<file path="config.mk">
export PLATFORM = sky130hd
export DESIGN_NAME = stc_timer
export DESIGN_NICKNAME = d
export VERILOG_FILES = /design/src/core/stc_pkg.sv /design/src/core/stc_edge_sync.sv /design/src/core/stc_timer.sv
export SDC_FILE = /design/constraint.sdc
export NUM_CORES = 1
export LEC_CHECK = 0
export BUFFER_PORTS_ARGS = -buffer_cell sky130_fd_sc_hd__clkbuf_2
export CORE_MARGIN = 5
export CORE_UTILIZATION = 30
export DETAILED_ROUTE_END_ITERATION = 6
export SLEW_MARGIN = 20
export SYNTH_ARGS = -nofsm -noshare
export SYNTH_HDL_FRONTEND = slang
export SYNTH_HIERARCHICAL = 1
export SYNTH_SLANG_ARGS = --single-unit
</file>
<file path="constraint.sdc">
create_clock -name core_clk -period 2.9 [get_ports core_clk]
set_clock_uncertainty 0.1 [all_clocks]
set_input_delay 0.725 -clock core_clk [delete_from_list [all_inputs] [get_ports core_clk]]
set_output_delay 0.725 -clock core_clk [all_outputs]
set_load 0.1 [all_outputs]
</file>
<file path="src/core/stc_pkg.sv">
// constants for the sixteen bit timer counter block
package stc_pkg;

  // ------------------------------------------------------------
  // register offsets on the register port
  // ------------------------------------------------------------
  localparam int unsigned ADDR_W         = 3;
  localparam logic [2:0]  OFS_COUNT_LOW  = 3'h0;
  localparam logic [2:0]  OFS_COUNT_HIGH = 3'h1;
  localparam logic [2:0]  OFS_CONTROL    = 3'h2;
  localparam logic [2:0]  OFS_FLAG       = 3'h3;
  localparam logic [2:0]  OFS_ENABLE     = 3'h4;

  // ------------------------------------------------------------
  // timer control fields
  // ------------------------------------------------------------
  localparam int unsigned CTL_RUN_BIT    = 0;
  localparam int unsigned CTL_SRC_BIT    = 1;
  localparam int unsigned CTL_NOSYNC_BIT = 2;
  localparam int unsigned CTL_OSCEN_BIT  = 3;
  localparam int unsigned CTL_PS_LSB     = 4;
  localparam int unsigned CTL_PS_MSB     = 5;
  localparam int unsigned CTL_WIDE_BIT   = 7;
  localparam logic [7:0]  CTL_WMASK      = 8'hBF;
  localparam logic [7:0]  CTL_RESET      = 8'h00;

  // ------------------------------------------------------------
  // flag and enable fields
  // ------------------------------------------------------------
  localparam int unsigned OVF_FLAG_BIT   = 0;
  localparam int unsigned OVF_IE_BIT     = 0;

  // ------------------------------------------------------------
  // counter values and compare mode
  // ------------------------------------------------------------
  localparam logic [15:0] COUNT_MAX      = 16'hFFFF;
  localparam logic [15:0] COUNT_ZERO     = 16'h0000;
  localparam logic [7:0]  BYTE_ZERO      = 8'h00;
  localparam logic [3:0]  CMP_MODE_SEV   = 4'hB;

  // ------------------------------------------------------------
  // prescale select codes and terminal counts
  // ------------------------------------------------------------
  typedef enum logic [1:0] {
    STC_PS_DIV1 = 2'b00,
    STC_PS_DIV2 = 2'b01,
    STC_PS_DIV4 = 2'b10,
    STC_PS_DIV8 = 2'b11
  } stc_ps_t;

  localparam logic [2:0]  PS_LAST_DIV1   = 3'h0;
  localparam logic [2:0]  PS_LAST_DIV2   = 3'h1;
  localparam logic [2:0]  PS_LAST_DIV4   = 3'h3;
  localparam logic [2:0]  PS_LAST_DIV8   = 3'h7;

  // ------------------------------------------------------------
  // timing
  // ------------------------------------------------------------
  localparam int unsigned CLK_HZ         = 40_000_000;
  localparam int unsigned OSC_MAX_HZ     = 200_000;
  // fewest core clocks in one half period of the fastest rated crystal
  localparam int unsigned OSC_HALF_CYC   = CLK_HZ / (2 * OSC_MAX_HZ);
  localparam int unsigned SYNC_STAGES    = 2;

endpackage

</file>
<file path="src/core/stc_edge_sync.sv">
// two flop synchroniser with rising edge pulse
module stc_edge_sync
  import stc_pkg::*;
(
  // clock and reset
  input  wire logic core_clk,
  input  wire logic srst,
  // asynchronous pin level
  input  wire logic pin_in,
  // synchronised outputs
  output logic      level_out,
  output logic      rise_out
);

  logic meta_r;
  logic sync_r;
  logic last_r;

  // ------------------------------------------------------------
  // stage one feeds stage two only
  // ------------------------------------------------------------
  always_ff @(posedge core_clk) begin
    if (srst) begin
      meta_r <= 1'b0;
      sync_r <= 1'b0;
      last_r <= 1'b0;
    end else begin
      meta_r <= pin_in;
      sync_r <= meta_r;
      last_r <= sync_r;
    end
  end

  assign level_out = sync_r;
  assign rise_out  = sync_r & ~last_r;

endmodule

</file>
<file path="src/core/stc_timer.sv">
// sixteen bit timer counter with wide access buffer and compare reset
// Function
// - crystal amplifier runs only when enabled
// - crystal keeps running through sleep
// - count wraps FFFF to 0000, sets flag
// - interrupt request gated by enable bit
// - compare mode 1011 resets timer, no flag
// - trigger reset skipped in unsynchronised counter mode
// - software write beats trigger reset
// - compare pair acts as period
// - wide mode low byte read latches high into buffer
// - wide high write goes to buffer only
// - wide mode high address is the buffer
// - low byte write clears prescaler
// - source select picks instruction or external
// - prescale field divides by 1,2,4,8
// - run bit stops counting; compare reset still clears count
//
// The register addresses and the strobed register port were decided locally.
module stc_timer
  import stc_pkg::*;
(
  // clock and reset
  input  wire logic              core_clk,
  input  wire logic              srst,
  // register port
  input  wire logic [ADDR_W-1:0] reg_addr,
  input  wire logic [7:0]        reg_wdata,
  input  wire logic              reg_wr,
  input  wire logic              reg_rd,
  output logic      [7:0]        reg_rdata,
  // instruction cycle enable from the core
  input  wire logic              instr_tick,
  // external clock and crystal pins
  input  wire logic              ext_clk_pin,
  input  wire logic              crystal_in_pin,
  output logic                   crystal_out_pin,
  output logic                   crystal_out_oe,
  // compare unit
  input  wire logic [3:0]        compare_mode_field,
  input  wire logic [15:0]       compare_value_pair,
  input  wire logic              adc_enable,
  output logic                   special_event,
  output logic                   adc_start,
  // interrupt request
  output logic                   overflow_irq
);

  // ------------------------------------------------------------
  // state
  // ------------------------------------------------------------
  logic [15:0] count_r;
  logic [7:0]  count_high_buffer_r;
  logic [7:0]  timer_control_r;
  logic        overflow_flag_r;
  logic        overflow_int_enable_r;
  logic [2:0]  psc_r;
  logic [7:0]  rdata_r;
  logic        sev_r;
  logic        adc_r;

  // control fields
  logic        timer_run_bit;
  logic        clock_source_select;
  logic        ext_sync_disable;
  logic        osc_enable_bit;
  logic        wide_access_enable;
  stc_ps_t     input_prescale_select;

  assign timer_run_bit         = timer_control_r[CTL_RUN_BIT];
  assign clock_source_select   = timer_control_r[CTL_SRC_BIT];
  assign ext_sync_disable      = timer_control_r[CTL_NOSYNC_BIT];
  assign osc_enable_bit        = timer_control_r[CTL_OSCEN_BIT];
  assign wide_access_enable    = timer_control_r[CTL_WIDE_BIT];
  assign input_prescale_select = stc_ps_t'(timer_control_r[CTL_PS_MSB:CTL_PS_LSB]);

  // ------------------------------------------------------------
  // register port decode
  // ------------------------------------------------------------
  function automatic logic hit(input logic [ADDR_W-1:0] a, input logic [ADDR_W-1:0] ofs);
    hit = (a == ofs);
  endfunction

  logic wr_low;
  logic wr_high;
  logic wr_ctl;
  logic wr_flag;
  logic wr_ie;
  logic rd_low;

  assign wr_low  = reg_wr & hit(reg_addr, OFS_COUNT_LOW);
  assign wr_high = reg_wr & hit(reg_addr, OFS_COUNT_HIGH);
  assign wr_ctl  = reg_wr & hit(reg_addr, OFS_CONTROL);
  assign wr_flag = reg_wr & hit(reg_addr, OFS_FLAG);
  assign wr_ie   = reg_wr & hit(reg_addr, OFS_ENABLE);
  assign rd_low  = reg_rd & hit(reg_addr, OFS_COUNT_LOW);

  // any software write that lands in the live count
  logic count_wr;
  assign count_wr = wr_low | (wr_high & ~wide_access_enable);

  // ------------------------------------------------------------
  // crystal oscillator amplifier
  // ------------------------------------------------------------
  // inverter drives only while enabled; no sleep input gates it
  assign crystal_out_pin = osc_enable_bit & ~crystal_in_pin;
  assign crystal_out_oe  = osc_enable_bit;

  // ------------------------------------------------------------
  // external edge synchronisers
  // ------------------------------------------------------------
  logic [1:0] pin_vec;
  logic [1:0] pin_rise;

  assign pin_vec = {crystal_in_pin, ext_clk_pin};

  genvar gi;
  generate
    for (gi = 0; gi < 2; gi++) begin : g_sync
      stc_edge_sync u_sync (
        .core_clk  (core_clk),
        .srst      (srst),
        .pin_in    (pin_vec[gi]),
        .level_out (),
        .rise_out  (pin_rise[gi])
      );
    end
  endgenerate

  // ------------------------------------------------------------
  // count source and prescaler
  // ------------------------------------------------------------
  logic src_event;
  logic ext_event;
  logic psc_last;
  logic count_tick;

  // crystal replaces the external clock input while enabled
  assign ext_event = osc_enable_bit ? pin_rise[1] : pin_rise[0];
  assign src_event = clock_source_select ? ext_event : instr_tick;

  function automatic logic [2:0] ps_last(input stc_ps_t sel);
    unique case (sel)
      STC_PS_DIV1: ps_last = PS_LAST_DIV1;
      STC_PS_DIV2: ps_last = PS_LAST_DIV2;
      STC_PS_DIV4: ps_last = PS_LAST_DIV4;
      STC_PS_DIV8: ps_last = PS_LAST_DIV8;
    endcase
  endfunction

  assign psc_last   = (psc_r >= ps_last(input_prescale_select));
  assign count_tick = timer_run_bit & src_event & psc_last;

  always_ff @(posedge core_clk) begin
    if (srst) begin
      psc_r <= 3'h0;
    end else if (wr_low) begin
      psc_r <= 3'h0;
    end else if (timer_run_bit && src_event) begin
      psc_r <= psc_last ? 3'h0 : psc_r + 3'h1;
    end
  end

  // ------------------------------------------------------------
  // compare special event
  // ------------------------------------------------------------
  logic async_mode;
  logic sev_hit;
  logic overflow_hit;

  assign async_mode   = clock_source_select & ext_sync_disable;
  assign sev_hit      = (compare_mode_field == CMP_MODE_SEV)
                      && (count_r == compare_value_pair)
                      && !async_mode;
  assign overflow_hit = count_tick && (count_r == COUNT_MAX);

  // ------------------------------------------------------------
  // live count
  // ------------------------------------------------------------
  always_ff @(posedge core_clk) begin
    if (srst) begin
      count_r <= COUNT_ZERO;
    end else if (wr_low && wide_access_enable) begin
      count_r <= {count_high_buffer_r, reg_wdata};
    end else if (wr_low) begin
      count_r[7:0] <= reg_wdata;
    end else if (wr_high && !wide_access_enable) begin
      count_r[15:8] <= reg_wdata;
    end else if (sev_hit) begin
      count_r <= COUNT_ZERO;
    end else if (count_tick) begin
      count_r <= count_r + 16'h0001;
    end
  end

  // ------------------------------------------------------------
  // high byte buffer
  // ------------------------------------------------------------
  always_ff @(posedge core_clk) begin
    if (srst) begin
      count_high_buffer_r <= BYTE_ZERO;
    end else if (wr_high && wide_access_enable) begin
      count_high_buffer_r <= reg_wdata;
    end else if (rd_low && wide_access_enable) begin
      count_high_buffer_r <= count_r[15:8];
    end
  end

  // ------------------------------------------------------------
  // control, flag and enable registers
  // ------------------------------------------------------------
  always_ff @(posedge core_clk) begin
    if (srst) begin
      timer_control_r <= CTL_RESET;
    end else if (wr_ctl) begin
      timer_control_r <= reg_wdata & CTL_WMASK;
    end
  end

  // a wrap in the clearing cycle keeps the flag set
  always_ff @(posedge core_clk) begin
    if (srst) begin
      overflow_flag_r <= 1'b0;
    end else if (overflow_hit && !count_wr && !sev_hit) begin
      overflow_flag_r <= 1'b1;
    end else if (wr_flag) begin
      overflow_flag_r <= reg_wdata[OVF_FLAG_BIT];
    end
  end

  always_ff @(posedge core_clk) begin
    if (srst) begin
      overflow_int_enable_r <= 1'b0;
    end else if (wr_ie) begin
      overflow_int_enable_r <= reg_wdata[OVF_IE_BIT];
    end
  end

  assign overflow_irq = overflow_flag_r & overflow_int_enable_r;

  // ------------------------------------------------------------
  // special event and converter start pulses
  // ------------------------------------------------------------
  always_ff @(posedge core_clk) begin
    if (srst) begin
      sev_r <= 1'b0;
      adc_r <= 1'b0;
    end else begin
      sev_r <= sev_hit && !count_wr;
      adc_r <= sev_hit && !count_wr && adc_enable;
    end
  end

  assign special_event = sev_r;
  assign adc_start     = adc_r;

  // ------------------------------------------------------------
  // read data, one cycle after the strobe
  // ------------------------------------------------------------
  always_ff @(posedge core_clk) begin
    if (srst) begin
      rdata_r <= BYTE_ZERO;
    end else if (reg_rd) begin
      unique case (reg_addr)
        OFS_COUNT_LOW:  rdata_r <= count_r[7:0];
        OFS_COUNT_HIGH: rdata_r <= wide_access_enable ? count_high_buffer_r
                                                      : count_r[15:8];
        OFS_CONTROL:    rdata_r <= timer_control_r;
        OFS_FLAG:       rdata_r <= {7'h00, overflow_flag_r};
        OFS_ENABLE:     rdata_r <= {7'h00, overflow_int_enable_r};
        default:        rdata_r <= BYTE_ZERO;
      endcase
    end else begin
      rdata_r <= BYTE_ZERO;
    end
  end

  assign reg_rdata = rdata_r;
endmodule

</file>
==> results.txt <==
- Result of the run: complete, no violations
- Buffer levels on the longest clock path: 2
* Mean Syn Cell Area: 8.36 um2
- Post-layout instance area: roughly 0.0037 mm2
* Num CTS Buffers: 5
* Port Buffers: between 50 and 60
- STA classifies the critical path endpoint as a flip-flop.
* Number of design-rule violations left by the first detailed-router iteration: 260
- Max Fanout on Critical Path: 9
- Measured on the finished design, the core utilization comes to 35.7%.
- GRT Util Overall: between 15 and 20%
- Setup Buffers After CTS: 0
* Yosys reg bits: 52
* Async set or reset register ratio after synthesis: 0%
- Entering global routing, the biggest net connects 24 pins.
- Worst setup path startpoint: timer_control_r[4]
- After detailed routing, the number of vias per cell comes to 5.60.
- In this run, post-CTS repair resized a total of 0 instances.
- Pin placement for this block handled 52 I/O pins.
* Sum of negative setup slack: 0 ns
- Pwr dens: 373 mW/mm2
- Type of the setup path with the least slack: flip-flop to flip-flop
- The startpoint identified for the worst register-to-register timing path is timer_control_r[4].
- Global routing finished with a remaining overflow of 0.
* Clock-pin slew on the worst setup and hold paths: around 0.11 ns
* Fraction of final layout cells sized beyond drive strength 1: a little under a quarter
- Setup repair after global routing left no endpoint under its margin.
- The worst pin sits at a relative slew slack of 62.2%.
- Synthesis produced 380 cells.
* Max capacitance violation total: 0
- The floorplan step set the die width to 113 um.
* Vias after detailed routing: between 3k and 4k
- The worst setup path is launched from a flip-flop.
- The number of different library cells used by synthesis comes to 71.
- Number of cells on the worst hold path: 1
* Overall die area: 0.0127 mm2
- Number of levels in the clock H-tree: 2
* Worst Path Arrival: 2.75 ns
- Filler Cells Inserted: 1108
* Combined area of all synthesized cells: 0.00318 mm2
- The tree built by TritonCTS fans out to 52 sinks.
- Final worst hold slack: between 0.3 and 0.4 ns
- After the last flow step, the layout net total stands at 479.
* TritonRoute pass-1 iters: 5
- Across all setup checks in the final design, the least slack found is 0.277 ns.
- TritonCTS built the clock tree.
- Max rail drop VDD: 204 uV
- The final-report hold violation count is 0.
* Final critical delay including setup and external delays: 2.62 ns
- The setup check on the worst reg-to-reg path leaves a slack of 0.28 ns.
- In this run the core area contains 37 standard-cell rows.
* Type of the most critical hold path: flip-flop to flip-flop
- Worst min-delay path endpoint: g_sync[0].u_sync/level_out
* Crit share post-route: 90.4%
- The congestion estimate from routability-driven global placement came to around 0.98.
- The commonest cells after synthesis are 52 x sky130_fd_sc_hd__dfxtp_1, 43 x sky130_fd_sc_hd__nor2_1, 34 x sky130_fd_sc_hd__a21oi_1, 33 x sky130_fd_sc_hd__nand2_1, 21 x sky130_fd_sc_hd__mux2i_1.
* Mapped Nets: 424
- Summing all placed instances gives a cell area of 0.00359 mm2.
- LEAKAGE: 1.42 nW
- The most used flip-flop cell after synthesis is sky130_fd_sc_hd__dfxtp_1.
- For the pin with the worst max-slew slack, the measured transition is 0.567 ns.
* Max Freq: 0.381 GHz
* Clock Latency Late Sink: 0.31 ns
- The initial utilization of the core area, before any placement, comes to a little under a third.
- The synthesized design devotes to its leading area cell type 32.8% of total area.
- Sequential share of the synthesized area: 32.8%
- Among all cell types in the netlist, the one instantiated most often is sky130_fd_sc_hd__dfxtp_1.
* Yosys warns: 6
- Vias in the first global route: 3087
- Cell taking the most area after synthesis: sky130_fd_sc_hd__dfxtp_1
- Synth-to-Final Area Change: 16.0%
- The worst hold path begins at g_sync[0].u_sync/meta_r.
* Antenna violations before repair: 0
- Counting flops with a built-in enable in the synthesized netlist gives 0.
- Reg-to-Reg End: count_r[13]
- OpenSTA, run right after detailed placement, puts the worst setup slack at around 0.3 ns.
- Number of DRC violations after detailed routing: 0
- The design draws 1.37 mW.
* Residual antenna-violating net count after detailed routing: 0
- HPWL after detailed placement: 7670 um
* Final slew viol count: 0
- Routed Wire Length: around 9900 um
- In the final routed layout, each cell accounts on average for 17.3 um.
- Setup violators final: 0
* Ranking of synthesized cells by area: sky130_fd_sc_hd__dfxtp_1 33%, sky130_fd_sc_hd__mux2i_1 6.6%, sky130_fd_sc_hd__a21oi_1 5.4%
* Reg2Reg Depth: 9
* Cell at the root of the clock tree: sky130_fd_sc_hd__clkbuf_8
- Placeable Area: 0.0103 mm2
* Inserted Diodes: 0
- The die is 113 um tall.
- After the flow finishes, the layout carries non-filler instances totaling about 570.
- STA puts the critical path data required time at 3.03 ns.
- Global-route wire length before repair: 15800 um
* Placed instance count: 564
- Hold repair after CTS inserted 0 buffers.
==> sequential cells by signal, indices dropped and copies added (netlist names) <==
| register | cells |
|---|---|
| special_event | 1 |
| overflow_int_enable_r | 1 |
| count_r | 16 |
| psc_r | 3 |
| timer_control_r | 7 |
| reg_rdata | 8 |
| g_sync.u_sync/level_out | 2 |
| overflow_flag_r | 1 |
| count_high_buffer_r | 8 |
| adc_start | 1 |
| g_sync.u_sync/meta_r | 2 |
| g_sync.u_sync/last_r | 2 |
==> worst max path at each step <==
| stage | endpoint | slack [ns] |
|---|---|---|
| floorplan | crystal_out_pin | 0.1 |
| global placement | count_r[8] | 0.29 |
| detailed placement | count_r[8] | 0.29 |
| CTS | count_r[13] | 0.29 |
| global route | count_r[13] | 0.09 |
| finish | count_r[13] | 0.28 |
==> report_power, final <==
group	internal (mW)	switching [mW]
sequential	0.725	0.0157
combinational	0.0715	0.104
clock	0.177	0.280
==> cell usage in the layout, fill, tap and decap left out, types with 7 or more instances in the layout <==
master	netlist	routed
sky130_fd_sc_hd__nor2b_1	14	13
sky130_fd_sc_hd__mux2i_1	21	21
sky130_fd_sc_hd__a21oi_1	34	34
sky130_fd_sc_hd__a22oi_1	14	14
sky130_fd_sc_hd__nor2_1	43	43
sky130_fd_sc_hd__buf_4	2	20
sky130_fd_sc_hd__xor2_1	14	14
sky130_fd_sc_hd__nor3_1	7	7
sky130_fd_sc_hd__nand3_1	10	10
sky130_fd_sc_hd__clkbuf_2	1	51
sky130_fd_sc_hd__nand2_1	33	33
sky130_fd_sc_hd__inv_1	7	7
sky130_fd_sc_hd__dfxtp_1	52	52
sky130_fd_sc_hd__o21ai_0	10	10
==> layout make-up <==
cell class,count,area [um2],share of cell area [%]
inverters,7,26.3,0.713
repair buffers,71,405,11.0
well taps,136,170,4.62
flip-flops and latches,52,1040,28.2
clock inverters,3,25.0,0.679
multi-input cells,298,1950,52.9
clock buffers,5,68.8,1.87
==> critical path: stages (launching register included) <==
cell and delay [ns]:
sky130_fd_sc_hd__dfxtp_1 0.35, sky130_fd_sc_hd__or2_2 0.30, sky130_fd_sc_hd__ha_1 0.27, sky130_fd_sc_hd__nand2b_1 0.10
sky130_fd_sc_hd__a21o_1 0.11, sky130_fd_sc_hd__a21oi_1 0.10, sky130_fd_sc_hd__or2_1 0.35, sky130_fd_sc_hd__nor3_4 0.46
sky130_fd_sc_hd__nand4_1 0.16, sky130_fd_sc_hd__a211oi_1 0.24
==> cells by family after synthesis <==
kind of cell	share of synthesized area, %
multiplexers	7.68
flip-flops	32.8
buffers and inverters	5.95
AND/OR/NAND/NOR	24.5
adder cells (fa/ha/maj)	1.97
XOR/XNOR	4.96
AO/OA/AOI/OAI	22.1
==> metal layers <==
layer  vias up  GRT usage, %  share of wire [%]
li1       1498             -                  -
met1      1509          19.9                 43
met2       163          25.3                 47
met3        33          2.78                6.6
met4         0          5.77                3.7
met5         -             0                  0
No activity file was read; power rests on OpenSTA's default activity.
